## src/design/itp_pkg.sv

```systemverilog
// constants, types and register map of the tag memory test port controller
package itp_pkg;
  // ------------------------------------------------------------
  // widths and sizes
  // ------------------------------------------------------------
  localparam int ADDR_W  = 13;
  localparam int DATA_W  = 32;
  localparam int CNT_W   = 12;
  localparam int MAX_LOC = 2048;
  localparam int PIPE_D  = 9;
  // ------------------------------------------------------------
  // timing counts in ref_clk cycles
  // ------------------------------------------------------------
  localparam int RST_HOLD_CYC = 6;
  localparam int SETTLE_CYC   = 8;
  localparam int WR_STRB_CYC  = 3;
  localparam int ILV_PRE_CYC  = 3;
  localparam int CMP_HIT_LAT  = 3;
  localparam int KTA_HIT_LAT  = 4;
  localparam int KTA_DATA_LAT = 6;
  localparam int SYNC_LAT     = 2;
  // ------------------------------------------------------------
  // register offsets and fields
  // ------------------------------------------------------------
  localparam logic [7:0] OFF_CTRL   = 8'h00;
  localparam logic [7:0] OFF_BASE   = 8'h04;
  localparam logic [7:0] OFF_COUNT  = 8'h08;
  localparam logic [7:0] OFF_TAGPAT = 8'h0c;
  localparam logic [7:0] OFF_STATUS = 8'h10;
  localparam logic [7:0] OFF_HITCNT = 8'h14;
  localparam logic [7:0] OFF_MISCNT = 8'h18;
  localparam logic [7:0] OFF_LASTRD = 8'h1c;
  localparam logic [7:0] OFF_STRIDE = 8'h20;
  localparam int CTRL_START_BIT = 0;
  localparam int CTRL_OP_LSB    = 1;
  localparam int CTRL_CLR_BIT   = 4;
  localparam int TAG_VALID_BIT  = 8;
  localparam logic [ADDR_W-1:0] BASE_RST   = 13'h0000;
  localparam logic [ADDR_W-1:0] STRIDE_RST = 13'h0001;
  localparam logic [CNT_W-1:0]  COUNT_RST  = 12'h001;
  localparam logic [1:0] RESP_OKAY   = 2'h0;
  localparam logic [1:0] RESP_SLVERR = 2'h2;
  // ------------------------------------------------------------
  // types
  // ------------------------------------------------------------
  typedef enum logic [2:0] {
    OP_ENTER = 3'h0, OP_TAG_WR = 3'h1, OP_TAG_CMP = 3'h2, OP_ILV = 3'h3, OP_KTA = 3'h4
  } itp_op_e;
  typedef enum logic [2:0] {
    S_IDLE = 3'b000, S_ENTRY = 3'b001, S_RESET = 3'b011,
    S_SETTLE = 3'b010, S_RUN = 3'b110, S_DRAIN = 3'b111
  } itp_state_e;
  typedef struct packed {
    logic [ADDR_W-1:0] testAddr;
    logic              addrLatch;
    logic              tagArrayWriteStrobe;
    logic              parallelTagDataRead;
    logic              memTestEnable;
    logic              arrayCaptureEnable;
    logic              arrayWriteBlock;
    logic              ioRingScanSelect;
    logic              coreResetN;
    logic [DATA_W-1:0] coreReadDataBus;
  } itp_pins_s;
  typedef struct packed {
    logic              cacheHitFlag;
    logic [DATA_W-1:0] coreWriteDataBus;
  } itp_obs_s;
  typedef struct packed {
    itp_state_e        st;
    itp_op_e           op;
    logic [15:0]       cnt;
    logic [CNT_W-1:0]  idx;
    logic [1:0]        phase;
    logic              inTest;
    logic [ADDR_W-1:0] base;
    logic [ADDR_W-1:0] stride;
    logic [CNT_W-1:0]  count;
    logic [DATA_W-1:0] tagPat;
    logic [15:0]       hitCnt;
    logic [15:0]       missCnt;
    logic [DATA_W-1:0] lastData;
    logic [PIPE_D-1:0] expHit;
    logic [PIPE_D-1:0] expData;
    itp_pins_s         pins;
    logic              awready;
    logic              wready;
    logic              bvalid;
    logic              arready;
    logic              rvalid;
    logic [1:0]        bresp;
    logic [1:0]        rresp;
    logic [DATA_W-1:0] rdata;
    logic              awHave;
    logic              wHave;
    logic [7:0]        awAddr;
    logic [DATA_W-1:0] wData;
    logic [3:0]        wStrb;
  } itp_ctl_s;
  localparam itp_pins_s PINS_RST = '{coreResetN: 1'b1, default: '0};
  localparam itp_ctl_s CTL_RST = '{st: S_IDLE, op: OP_ENTER, base: BASE_RST,
    stride: STRIDE_RST, count: COUNT_RST, pins: PINS_RST, awready: 1'b1,
    wready: 1'b1, arready: 1'b1, default: '0};
endpackage

```

## src/design/itp_sync.sv

```systemverilog
// two flip-flop synchroniser for pin inputs
module itp_sync #(
  parameter int W = 1
) (
  input  wire logic         ref_clk,
  input  wire logic         rst_b,
  input  wire logic [W-1:0] d,
  output logic      [W-1:0] q
);
  logic [1:0][W-1:0] stage_r;
  logic [1:0][W-1:0] stage_nxt;

  always_comb begin
    stage_nxt = {stage_r[0], d};
  end

  always_ff @(posedge ref_clk or negedge rst_b) begin
    if (!rst_b) begin
      stage_r <= '0;
    end else begin
      stage_r <= stage_nxt;
    end
  end

  assign q = stage_r[1];
endmodule

```

## src/design/itp_tester.sv

```systemverilog
// host tester driving the instruction-cache tag memory test port
// Behaviour
// [RULE1] device writes an array four cycles after address and data applied
// [RULE2] write pipeline takes a new address and data every cycle
// [RULE3] device shows read data on write-data bus six cycles after address
// [RULE4] parallel read: hit flag four cycles later, data two cycles after that
// [RULE5] hold core reset at least six cycles, then wait eight before sequences
// [RULE6] entry: enables high, latch, write block, scan select low, then reset
// [RULE7] keep enables high and write block, scan select low during all sequences
// [RULE8] tag path reaches each location individually, up to 2K
// [RULE9] device samples inputs and changes outputs on rising clock edges
// [RULE10] tag write: address C1 with latch, data lags one, strobe from C4
// [RULE11] each data word belongs to the address one cycle earlier
// [RULE12] tag value is upper tag bits with valid bit eight set
// [RULE13] tag read compares expected value; hit only on equal and valid
// [RULE14] compare burst: first read in C4, hit belongs to address three back
// [RULE15] three stall cycles with latch low after a compare burst
// [RULE16] interleave repeats stall, write, read; strobe low only in write
// [RULE17] address in stall and read cycles, data in write and stall cycles
// [RULE18] interleave start: strobe C1-C4, data C2, next address C4, low C5
// [RULE19] device captures the test address on the edge after latch asserted
// [RULE20] write block input suppresses array write strobes
// [RULE21] core stays idle in memory test mode
// [RULE22] hit flag stays low on mismatch or clear valid bit
module itp_tester #(
  parameter int RST_HOLD = itp_pkg::RST_HOLD_CYC,
  parameter int SETTLE   = itp_pkg::SETTLE_CYC
) (
  input  wire logic                ref_clk,
  input  wire logic                rst_b,
  input  wire logic [7:0]          awaddr,
  input  wire logic                awvalid,
  output logic                     awready,
  input  wire logic [31:0]         wdata,
  input  wire logic [3:0]          wstrb,
  input  wire logic                wvalid,
  output logic                     wready,
  output logic [1:0]               bresp,
  output logic                     bvalid,
  input  wire logic                bready,
  input  wire logic [7:0]          araddr,
  input  wire logic                arvalid,
  output logic                     arready,
  output logic [31:0]              rdata,
  output logic [1:0]               rresp,
  output logic                     rvalid,
  input  wire logic                rready,
  output itp_pkg::itp_pins_s       pinsOut,
  input  wire itp_pkg::itp_obs_s   obsIn
);
  itp_pkg::itp_ctl_s r;
  itp_pkg::itp_ctl_s n;
  itp_pkg::itp_obs_s obs;
  logic [31:0]       tagW;

  // ------------------------------------------------------------
  // helpers
  // ------------------------------------------------------------
  function automatic logic [31:0] wmerge(input logic [31:0] o, input logic [31:0] v,
                                         input logic [3:0] s);
    logic [31:0] m;
    m = o;
    for (int b = 0; b < 4; b++) begin
      if (s[b]) m[8*b +: 8] = v[8*b +: 8];
    end
    return m;
  endfunction

  function automatic logic [12:0] addrOf(input logic [12:0] b, input logic [12:0] s,
                                        input logic [11:0] i);
    logic [24:0] p;
    p = 25'(i) * 25'(s) + 25'(b);
    return p[12:0];
  endfunction

  function automatic logic [3:0] tapOf(input itp_pkg::itp_op_e o);
    logic [3:0] t;
    t = 4'h0;
    case (o)
      itp_pkg::OP_TAG_CMP: t = 4'(itp_pkg::CMP_HIT_LAT + itp_pkg::SYNC_LAT); // RULE14
      itp_pkg::OP_ILV:     t = 4'(itp_pkg::SYNC_LAT); // RULE16
      itp_pkg::OP_KTA:     t = 4'(itp_pkg::KTA_HIT_LAT + itp_pkg::SYNC_LAT); // RULE4
      default:             t = 4'h0;
    endcase
    return t;
  endfunction

  // ------------------------------------------------------------
  // pin input synchronisation
  // ------------------------------------------------------------
  itp_sync #(.W($bits(itp_pkg::itp_obs_s))) u_sync ( // RULE9
    .ref_clk (ref_clk),
    .rst_b   (rst_b),
    .d       (obsIn),
    .q       (obs)
  );

  // tag word with valid bit set
  assign tagW = {r.tagPat[31:itp_pkg::TAG_VALID_BIT+1], 1'b1, // RULE12
                 r.tagPat[itp_pkg::TAG_VALID_BIT-1:0]};

  // ------------------------------------------------------------
  // next state
  // ------------------------------------------------------------
  always_comb begin
    logic       startReq;
    logic       clrCnt;
    logic [3:0] tap;
    logic [7:0] wa;
    logic [7:0] ra;
    startReq = 1'b0;
    clrCnt   = 1'b0;
    tap      = tapOf(r.op);
    wa       = {r.awAddr[7:2], 2'b00};
    ra       = {araddr[7:2], 2'b00};
    n        = r;
    n.expHit  = {r.expHit[itp_pkg::PIPE_D-2:0], 1'b0};
    n.expData = {r.expData[itp_pkg::PIPE_D-2:0], 1'b0};
    // bus write side
    if (r.awready && awvalid) begin
      n.awHave = 1'b1;
      n.awAddr = awaddr;
    end
    if (r.wready && wvalid) begin
      n.wHave = 1'b1;
      n.wData = wdata;
      n.wStrb = wstrb;
    end
    if (r.bvalid && bready) n.bvalid = 1'b0;
    if (r.awHave && r.wHave && !r.bvalid) begin
      n.awHave = 1'b0;
      n.wHave  = 1'b0;
      n.bvalid = 1'b1;
      n.bresp  = itp_pkg::RESP_OKAY;
      case (wa)
        itp_pkg::OFF_CTRL: begin
          startReq = r.wStrb[0] && r.wData[itp_pkg::CTRL_START_BIT];
          clrCnt   = r.wStrb[0] && r.wData[itp_pkg::CTRL_CLR_BIT];
        end
        itp_pkg::OFF_BASE:   n.base   = 13'(wmerge(32'(r.base), r.wData, r.wStrb));
        itp_pkg::OFF_STRIDE: n.stride = 13'(wmerge(32'(r.stride), r.wData, r.wStrb));
        itp_pkg::OFF_COUNT:  n.count  = 12'(wmerge(32'(r.count), r.wData, r.wStrb));
        itp_pkg::OFF_TAGPAT: n.tagPat = wmerge(r.tagPat, r.wData, r.wStrb);
        default:             n.bresp  = itp_pkg::RESP_SLVERR;
      endcase
    end
    n.awready = !n.awHave;
    n.wready  = !n.wHave;
    // bus read side
    if (r.rvalid && rready) n.rvalid = 1'b0;
    if (r.arready && arvalid) begin
      n.rvalid = 1'b1;
      n.rresp  = itp_pkg::RESP_OKAY;
      case (ra)
        itp_pkg::OFF_CTRL:   n.rdata = {28'h0000000, 1'b0, r.op};
        itp_pkg::OFF_BASE:   n.rdata = 32'(r.base);
        itp_pkg::OFF_STRIDE: n.rdata = 32'(r.stride);
        itp_pkg::OFF_COUNT:  n.rdata = 32'(r.count);
        itp_pkg::OFF_TAGPAT: n.rdata = r.tagPat;
        itp_pkg::OFF_STATUS: n.rdata = {30'h00000000, r.inTest, r.st != itp_pkg::S_IDLE};
        itp_pkg::OFF_HITCNT: n.rdata = 32'(r.hitCnt);
        itp_pkg::OFF_MISCNT: n.rdata = 32'(r.missCnt);
        itp_pkg::OFF_LASTRD: n.rdata = r.lastData;
        default: begin
          n.rdata = 32'h00000000;
          n.rresp = itp_pkg::RESP_SLVERR;
        end
      endcase
    end
    n.arready = !n.rvalid;
    // result counters, a clear and a hardware event in one cycle leave a count of one
    if (clrCnt) begin
      n.hitCnt  = 16'h0000;
      n.missCnt = 16'h0000;
    end
    if (r.expHit[tap]) begin
      if (obs.cacheHitFlag) n.hitCnt = n.hitCnt + 16'h0001; // RULE13
      else n.missCnt = n.missCnt + 16'h0001; // RULE22
    end
    if (r.expData[itp_pkg::PIPE_D-1]) n.lastData = obs.coreWriteDataBus; // RULE3
    // sequencer
    unique case (r.st)
      itp_pkg::S_IDLE: begin
        if (startReq) begin
          n.op    = itp_pkg::itp_op_e'(r.wData[itp_pkg::CTRL_OP_LSB +: 3]);
          n.cnt   = 16'h0000;
          n.idx   = '0;
          n.phase = 2'h0;
          if (n.op == itp_pkg::OP_ENTER) begin
            n.st = itp_pkg::S_ENTRY;
            n.inTest = 1'b0;
            n.pins.memTestEnable       = 1'b1; // RULE6
            n.pins.arrayCaptureEnable  = 1'b1;
            n.pins.addrLatch           = 1'b0;
            n.pins.arrayWriteBlock     = 1'b0; // RULE7 RULE20
            n.pins.ioRingScanSelect    = 1'b0;
            n.pins.tagArrayWriteStrobe = 1'b0;
            n.pins.parallelTagDataRead = 1'b0;
          end else if (r.inTest && r.count != '0 && n.op <= itp_pkg::OP_KTA) begin
            n.st = itp_pkg::S_RUN;
          end
        end
      end
      itp_pkg::S_ENTRY: begin
        n.pins.coreResetN = 1'b0; // RULE6
        n.st = itp_pkg::S_RESET;
      end
      itp_pkg::S_RESET: begin
        n.cnt = r.cnt + 16'h0001;
        if (r.cnt == 16'(RST_HOLD - 1)) begin
          n.pins.coreResetN = 1'b1; // RULE5
          n.cnt = 16'h0000;
          n.st  = itp_pkg::S_SETTLE;
        end
      end
      itp_pkg::S_SETTLE: begin
        n.cnt = r.cnt + 16'h0001;
        if (r.cnt == 16'(SETTLE - 1)) begin
          n.inTest = 1'b1; // RULE21
          n.st     = itp_pkg::S_IDLE; // RULE5
        end
      end
      itp_pkg::S_RUN: begin
        n.cnt = r.cnt + 16'h0001;
        n.pins.addrLatch = 1'b0;
        n.pins.coreReadDataBus = tagW; // RULE11
        case (r.op)
          itp_pkg::OP_TAG_WR: begin
            if (r.cnt < 16'(r.count)) begin
              n.pins.addrLatch = 1'b1; // RULE10
              n.pins.testAddr  = addrOf(r.base, r.stride, r.cnt[11:0]); // RULE2
            end
            n.pins.tagArrayWriteStrobe = r.cnt >= 16'(itp_pkg::WR_STRB_CYC); // RULE10
            if (r.cnt == 16'(r.count) + 16'(itp_pkg::WR_STRB_CYC)) begin
              n.st  = itp_pkg::S_DRAIN; // RULE1
              n.cnt = 16'h0000;
            end
          end
          itp_pkg::OP_TAG_CMP, itp_pkg::OP_KTA: begin
            n.pins.addrLatch = 1'b1; // RULE19
            n.pins.testAddr  = addrOf(r.base, r.stride, r.cnt[11:0]); // RULE8
            n.pins.parallelTagDataRead = r.op == itp_pkg::OP_KTA; // RULE4
            n.expHit[0]  = 1'b1; // RULE14
            n.expData[0] = r.op == itp_pkg::OP_KTA;
            if (r.cnt == 16'(r.count) - 16'h0001) begin
              n.st  = itp_pkg::S_DRAIN; // RULE15
              n.cnt = 16'h0000;
            end
          end
          itp_pkg::OP_ILV: begin
            if (r.cnt < 16'(itp_pkg::ILV_PRE_CYC)) begin
              n.pins.tagArrayWriteStrobe = 1'b1; // RULE18
              n.pins.testAddr  = addrOf(r.base, r.stride, 12'h000);
              n.pins.addrLatch = r.cnt != 16'h0001;
            end else begin
              n.phase = (r.phase == 2'h2) ? 2'h0 : r.phase + 2'h1;
              case (r.phase)
                2'h0: begin
                  n.pins.testAddr  = addrOf(r.base, r.stride, r.idx + 12'h001); // RULE17
                  n.pins.addrLatch = 1'b1;
                  n.pins.tagArrayWriteStrobe = 1'b1; // RULE16
                end
                2'h1: n.pins.tagArrayWriteStrobe = 1'b0; // RULE16
                default: begin
                  n.pins.addrLatch = 1'b1; // RULE17
                  n.pins.tagArrayWriteStrobe = 1'b1;
                  n.expHit[0] = 1'b1; // RULE16
                  n.idx = r.idx + 12'h001;
                  if (r.idx == r.count - 12'h001) begin
                    n.st  = itp_pkg::S_DRAIN;
                    n.cnt = 16'h0000;
                  end
                end
              endcase
            end
          end
          default: n.st = itp_pkg::S_IDLE;
        endcase
      end
      itp_pkg::S_DRAIN: begin
        n.cnt = r.cnt + 16'h0001;
        n.pins.addrLatch           = 1'b0; // RULE15
        n.pins.tagArrayWriteStrobe = 1'b0;
        n.pins.parallelTagDataRead = 1'b0;
        if (r.cnt >= ((r.op == itp_pkg::OP_KTA) ? 16'(itp_pkg::PIPE_D - 1) : 16'(tap))) begin
          n.st = itp_pkg::S_IDLE;
        end
      end
      default: n.st = itp_pkg::S_IDLE;
    endcase
  end

  always_ff @(posedge ref_clk or negedge rst_b) begin
    if (!rst_b) begin
      r <= itp_pkg::CTL_RST;
    end else begin
      r <= n;
    end
  end

  assign awready = r.awready;
  assign wready  = r.wready;
  assign bvalid  = r.bvalid;
  assign bresp   = r.bresp;
  assign arready = r.arready;
  assign rvalid  = r.rvalid;
  assign rresp   = r.rresp;
  assign rdata   = r.rdata;
  assign pinsOut = r.pins;
endmodule

```

## config.mk

```make
export PLATFORM = sky130hd
export DESIGN_NAME = itp_tester
export DESIGN_NICKNAME = d
export VERILOG_FILES = /design/src/design/itp_pkg.sv /design/src/design/itp_sync.sv /design/src/design/itp_tester.sv
export SDC_FILE = /design/constraint.sdc
export NUM_CORES = 1
export LEC_CHECK = 0
export BUFFER_PORTS_ARGS = -buffer_cell sky130_fd_sc_hd__buf_2
export CAP_MARGIN = 20
export CELL_PAD_IN_SITES_DETAIL_PLACEMENT = 0
export CELL_PAD_IN_SITES_GLOBAL_PLACEMENT = 1
export CORE_MARGIN = 2
export CORE_UTILIZATION = 52
export CTS_CLUSTER_SIZE = 16
export DETAILED_ROUTE_END_ITERATION = 8
export PLACE_DENSITY_LB_ADDON = 0.1
export SETUP_SLACK_MARGIN = 0.4
export SLEW_MARGIN = 40
export SYNTH_ARGS = -nofsm -noshare
export SYNTH_HDL_FRONTEND = slang
export SYNTH_SLANG_ARGS = --single-unit
```

## constraint.sdc

```tcl
create_clock -name ref_clk -period 16.7 [get_ports ref_clk]
set_clock_uncertainty 0.2 [all_clocks]
set_input_delay 2.505 -clock ref_clk [delete_from_list [all_inputs] [get_ports ref_clk]]
set_output_delay 2.505 -clock ref_clk [all_outputs]
set_load 0.1 [all_outputs]
```

## Yosys cells after proc, flatten, opt, wreduce, memory -nomap -nowiden

Cells that the tools add are included.

- Output and inout port bits: 94
- Flip-flop bits (word level): 392
- RAM bits: 0
- Memories: 0
- Bits in latches: 0
- ROM bits: 0

- $add $sub $neg: 10
- Multiply operators: 2
- Shift-type cells: 0
- Muxes and demuxes: 67
- Reduce and logical (&&, ||, !) cells: 56
- Equality and inequality tests: 47
- Magnitude comparators: 6
- Div/mod/pow operators: 0
- Bitwise gates (word level): 0

Operators by type and width:

| cell | count |
|---|---|
| $pmux 32 s9 | 1 |
| $mux 16 | 6 |
| $mux 32 | 2 |
| $pmux 16 s4 | 1 |
| $add 16x1->16 const B | 3 |
| $pmux 16 s3 | 1 |
| $mux 14 | 3 |
| $pmux 14 s3 | 1 |
| $mux 37 | 1 |
| $reduce_and 3->1 | 12 |
| $eq 16x3->1 const B | 2 |
| $mux 3 | 10 |
| $mux 30 | 1 |
| $mux 28 | 1 |
| $pmux 14 s2 | 1 |
| $pmux 3 s3 | 3 |
| $add 13x13->13 | 2 |
| $mul 12x13->13 | 2 |
| $eq 6x2->1 const B | 4 |
| $eq 6x3->1 const B | 4 |
| $mux 1 | 20 |
| $reduce_and 4->1 | 5 |
| $ne 3x3->1 const B | 6 |
| $pmux 3 s6 | 1 |
| other kinds (48) | 95 |

## Longest topological paths before layout

- Depth after elaboration: 7
- Gate-level depth with buffers: 23
- Mapped depth without buffers: 22

## By module

Synthesis repeated with hierarchy kept, for this count alone.

- Cells, all modules: 2,371
- Area, all modules: 23,679.0 um2

By module, submodules not included:

| module | cells an instance | seq. area each (um2) | times used | area an instance (um2) |
|---|---|---|---|---|
| itp_tester | 2,305 | 8,015.2 | 1 | 22,027.4 |
| itp_sync | 66 | 1,651.6 | 1 | 1,651.6 |

## Worst setup path before layout

OpenSTA, ideal clock, no wires.

- Path kind: register -> register
- From: reg r[297] (netlist name)
- To: reg r, in the netlist pinsOut[52]
- Arrival time: 5.417 ns
- Cell stages (with the launch flop): 22
- Slack: 10.944 ns
- Library setup time: 0.139 ns
- Period minus slack after synthesis: 5.756 ns
- Cell sequence: dfrtp_1 > clkbuf_1 > nand4_1 > nor2_1 > nand2_1 > xnor2_1 > nand2_1 > fa_1 > inv_1 > fa_1 > fa_1 > inv_1 > fa_1 > fa_1 > xnor2_1 > xnor2_1 > xnor2_1 > xnor3_1 > xnor3_1 > xnor3_1 > xnor2_1 > o221ai_1

- Longest elaborated chain between the ends: 6

RTL lines:

| element | line | text |
|---|---|---|
| start: declaration | itp_tester.sv:51 | `itp_pkg::itp_ctl_s r;` |
| start signal: assignment | itp_tester.sv:295 | `r <= itp_pkg::CTL_RST;` |
| start signal: assignment | itp_tester.sv:297 | `r <= n;` |
| $add 12x1->12 | itp_tester.sv:259 | `n.pins.testAddr = addrOf(r.base, r.stride, r.idx + 12'h001);` |
| $mul 12x13->13 | itp_tester.sv:72 | `p = 25'(i) * 25'(s) + 25'(b);` |
| $add 13x13->13 | itp_tester.sv:72 |  |
| $mux 13 | itp_tester.sv:257 | `case (r.phase)` |
| $mux 15 | itp_tester.sv:251 | `if (r.cnt < 16'(itp_pkg::ILV_PRE_CYC)) begin` |
| $pmux 14 s3 | itp_tester.sv:227 | `case (r.op)` |

No other way between the ends. The select of a mux whose other input is x is not followed.
A chain may end at the register's enable or synchronous reset.

## Worst setup path in the final report

- From: reg r[295] (netlist name)
- To: reg r, in the netlist pinsOut[50]

The elaborated chain is that of the path after synthesis.

==> impl_metrics.yaml <==
floorplan:
  io_pins: 186
  die_area_um2: 46400
  die-height_um: 215
  start_util_pct: 52.7
  die_w_um: 215
  rows: 77
  coreArea_um2: 44100
yosys:
  async_flop_share_pct: 100
  synth_edf_count: 0
  synth-adder-area-share_pct: 15.2
  synth_area_leaders: "dfrtp_1 41%, fa_1 10%, mux2_2 6.3%, nand2_1 5.6%, ha_1 5.0%"
  synth_area_leader_cell: "dfrtp_1"
  synth_common_cells: "380 x dfrtp_1, 348 x nand2_1, 226 x inv_1"
  synth.distinct_cells: 70
  seq_area_frac_synth_pct: 41.6
  syn_area_per_cell_um2: 10.0
  synth_compound_area_share_pct: 9.05
  synth.most_common_cell: "dfrtp_1"
  ys_seq_elements: 386
  yosys.area_share.xor_xnor_pct: 5.15
  ys.flop_type: "dfrtp_1"
  muxShareOfSynthArea_pct: 6.51
  syn_inst: 2317
  synth_top_family_by_area: "adder cells"
  ys_warn_count: 0
  synthSimpleGateAreaFrac_pct: 14.0
  syn-cell-area_um2: 23200
  synth_top_area_share_pct: 40.9
worst_hold_path:
  hold_class: "register to register"
  hp-start: "u_sync.stage_nxt[33]"
timing:
  rsz0062_at_grt: "false"
  maxSlewViolCount: 0
  hold_violations: 0
  fmax_mhz: 147
  period_minus_slack_ns: 6.80
  setup_viol: 0
  tightest_slew_ns: 0.837
  fin_tns_setup_ns: 0
  max_slew_margin_pct: 44.2
  min_period_over_period_pct: 40.7
drt:
  ant_nets: 0
  wl_per_cell_um: 21.1
  vias_per_cell: 5.61
  drtPass1Iterations: 5
  drtIter0Drc: 1155
  drc: 0
  drt-total-wl_um: 63200
  num_vias: 16800
setup_path:
  critPathKind: "register to register"
  worst_setup_path_start_kind: "register"
  r2r-start: "r[295]"
  critPathLaunch: "r[295]"
  worstPathArrival_ns: 7.03
  crit_fanout: 19
  end_kind: "register"
  critPathRequiredTime_ns: 16.93
  reg2reg_setup_slack_ns: 9.90
power_and_ir_drop:
  total_power_mw: 3.06
  ir_worst_vdd_v: 0.000150
  leakagePower_nw: 12.6
  p_per_area_nw_per_um2: 120
layout:
  layout-drive-gt1-share_pct: 18.2
  fin_nets: 2670
  fillCellCount: 3932
  syn2layout_area_growth_pct: 10.0
place:
  port_buffers: 177
  hpwl_um: 46900
  place.gp.congestion: 0.906
clock_network:
  clkSinkCount: 386
  clk_path_buf_depth: 3
  cts_buffers: 41
  cts_resized: 0
  cts_setup_buffers: 0
  clk_pin_slew_worst_paths_ns: 0.06
  cts_tree: "built"
  clkLatencyLatePin_ns: 0.58
  hold_buffers: 0
  clockRootBuffer: "clkbuf_16"
  h-tree-depth: 2
grt:
  grt_usage_pct: 28.0
  antenna_found_initial: 16
  grt_pass1_wl_um: 99500
  grt_pass1_vias: 17500
  grt-ovfl-total: 0
  grt_max_degree: 92
run:
  max_cap_violations: 0
status:
  outcome: "finished, final reports clean"
sequential cells by signal, indices dropped and copies added, names as in the netlist, 15 cells and up:
register	count
r	216
pinsOut	50
u_sync.q	33
u_sync.stage_nxt	33
rdata	32
n	15
where the power goes:
group / internal [mW] / switching [mW] / total (mW)
Combinational: 0.331 / 0.465 / 0.796
Sequential: 1.07 / 0.248 / 1.32
Clock: 0.555 / 0.394 / 0.948
Total: 1.96 / 1.11 / 3.06
per-layer routing:
metal | global-route usage (%) | vias up | wire (um)
met5 | 0 | - | 161
met4 | 12.0 | 26 | 2700
met3 | 6.96 | 173 | 4290
met2 | 44.9 | 498 | 29500
met1 | 36.3 | 8418 | 26500
li1 | - | 7652 | -
worst max-delay path, cell delays in order, from the launching register on:
cell and delay [ns]:
dfrtp_1 0.77, ha_1 0.40, xor2_1 0.65, and2_1 0.25
fa_1 0.42, inv_1 0.09, fa_1 0.41, inv_1 0.07
ha_1 0.22, ha_1 0.28, inv_1 0.05, fa_1 0.59
inv_1 0.06, ha_1 0.29, a21o_1 0.18, a21oi_1 0.22
o21ai_0 0.18, o41ai_1 0.51, xor2_1 0.22, o21ai_0 0.10
a22oi_1 0.39, o21ai_0 0.12
cells by family after synthesis:
family | count (synthesis)
flip-flops | 386
AND/OR/NAND/NOR | 699
AO/OA/AOI/OAI | 323
buffers and inverters | 430
XOR/XNOR | 132
multiplexers | 135
adder cells (fa/ha/maj) | 211
other | 1
stage by stage:
stage / instance area, um2 / cells / util (%) / worst slack, ns / hold WS, ns
after detailed placement: 24100 / 2913 / 54.7 / 9.81 / 0.135
after CTS: 25500 / 2986 / 57.9 / 9.76 / 0.150
after global placement: 24000 / 2907 / 54.3 / 9.93 / 0.132
final: 25600 / 2991 / 57.9 / 9.90 / 0.147
after global routing: 25600 / 2991 / 57.9 / 9.50 / 0.156
after floorplan: 23200 / 2320 / - / 10.94 / 0.131
final timing paths:
kind                       depth (start not counted)           to
max                                               21  pinsOut[50]
min                                                0  u_sync.q[0]
max reg2reg                                       21  pinsOut[50]
min reg2reg                                        0  u_sync.q[0]
max in group asynchronous                          4       r[269]
min in group asynchronous                          1       n[143]
layout by cell type, fill, tap and decap left out, drive strengths merged, types with 15 or more instances in the layout:
cell type  Yosys  layout
nor2          82      82
a21o          29      29
inv          226     227
nand2        348     348
xnor2         77      77
a31oi         23      23
and2          73      73
and3          25      25
mux2         129     129
nor3          20      20
buf          104     205
clkbuf        99      59
a22oi         48      48
nand4         15      15
a21oi         43      43
fa           118     118
nand3         49      49
dfrtp        380     380
xor2          52      52
nand2b        15      15
nor4          17      17
ha            93      93
nor2b         27      27
o21ai        112     112
area by class of cell:
type                    count  area (um2)  area share [%]
clock inverters            16         238           0.930
well taps                 592         741            2.90
flip-flops and latches    386        9670            37.8
repair buffers            207        1210            4.73
clock buffers              57        1170            4.56
inverters                 227         852            3.33
multi-input cells        1504       11700            45.7
diodes                      2        5.00          0.0196
Note: power is estimated with default switching activity, not from simulation.
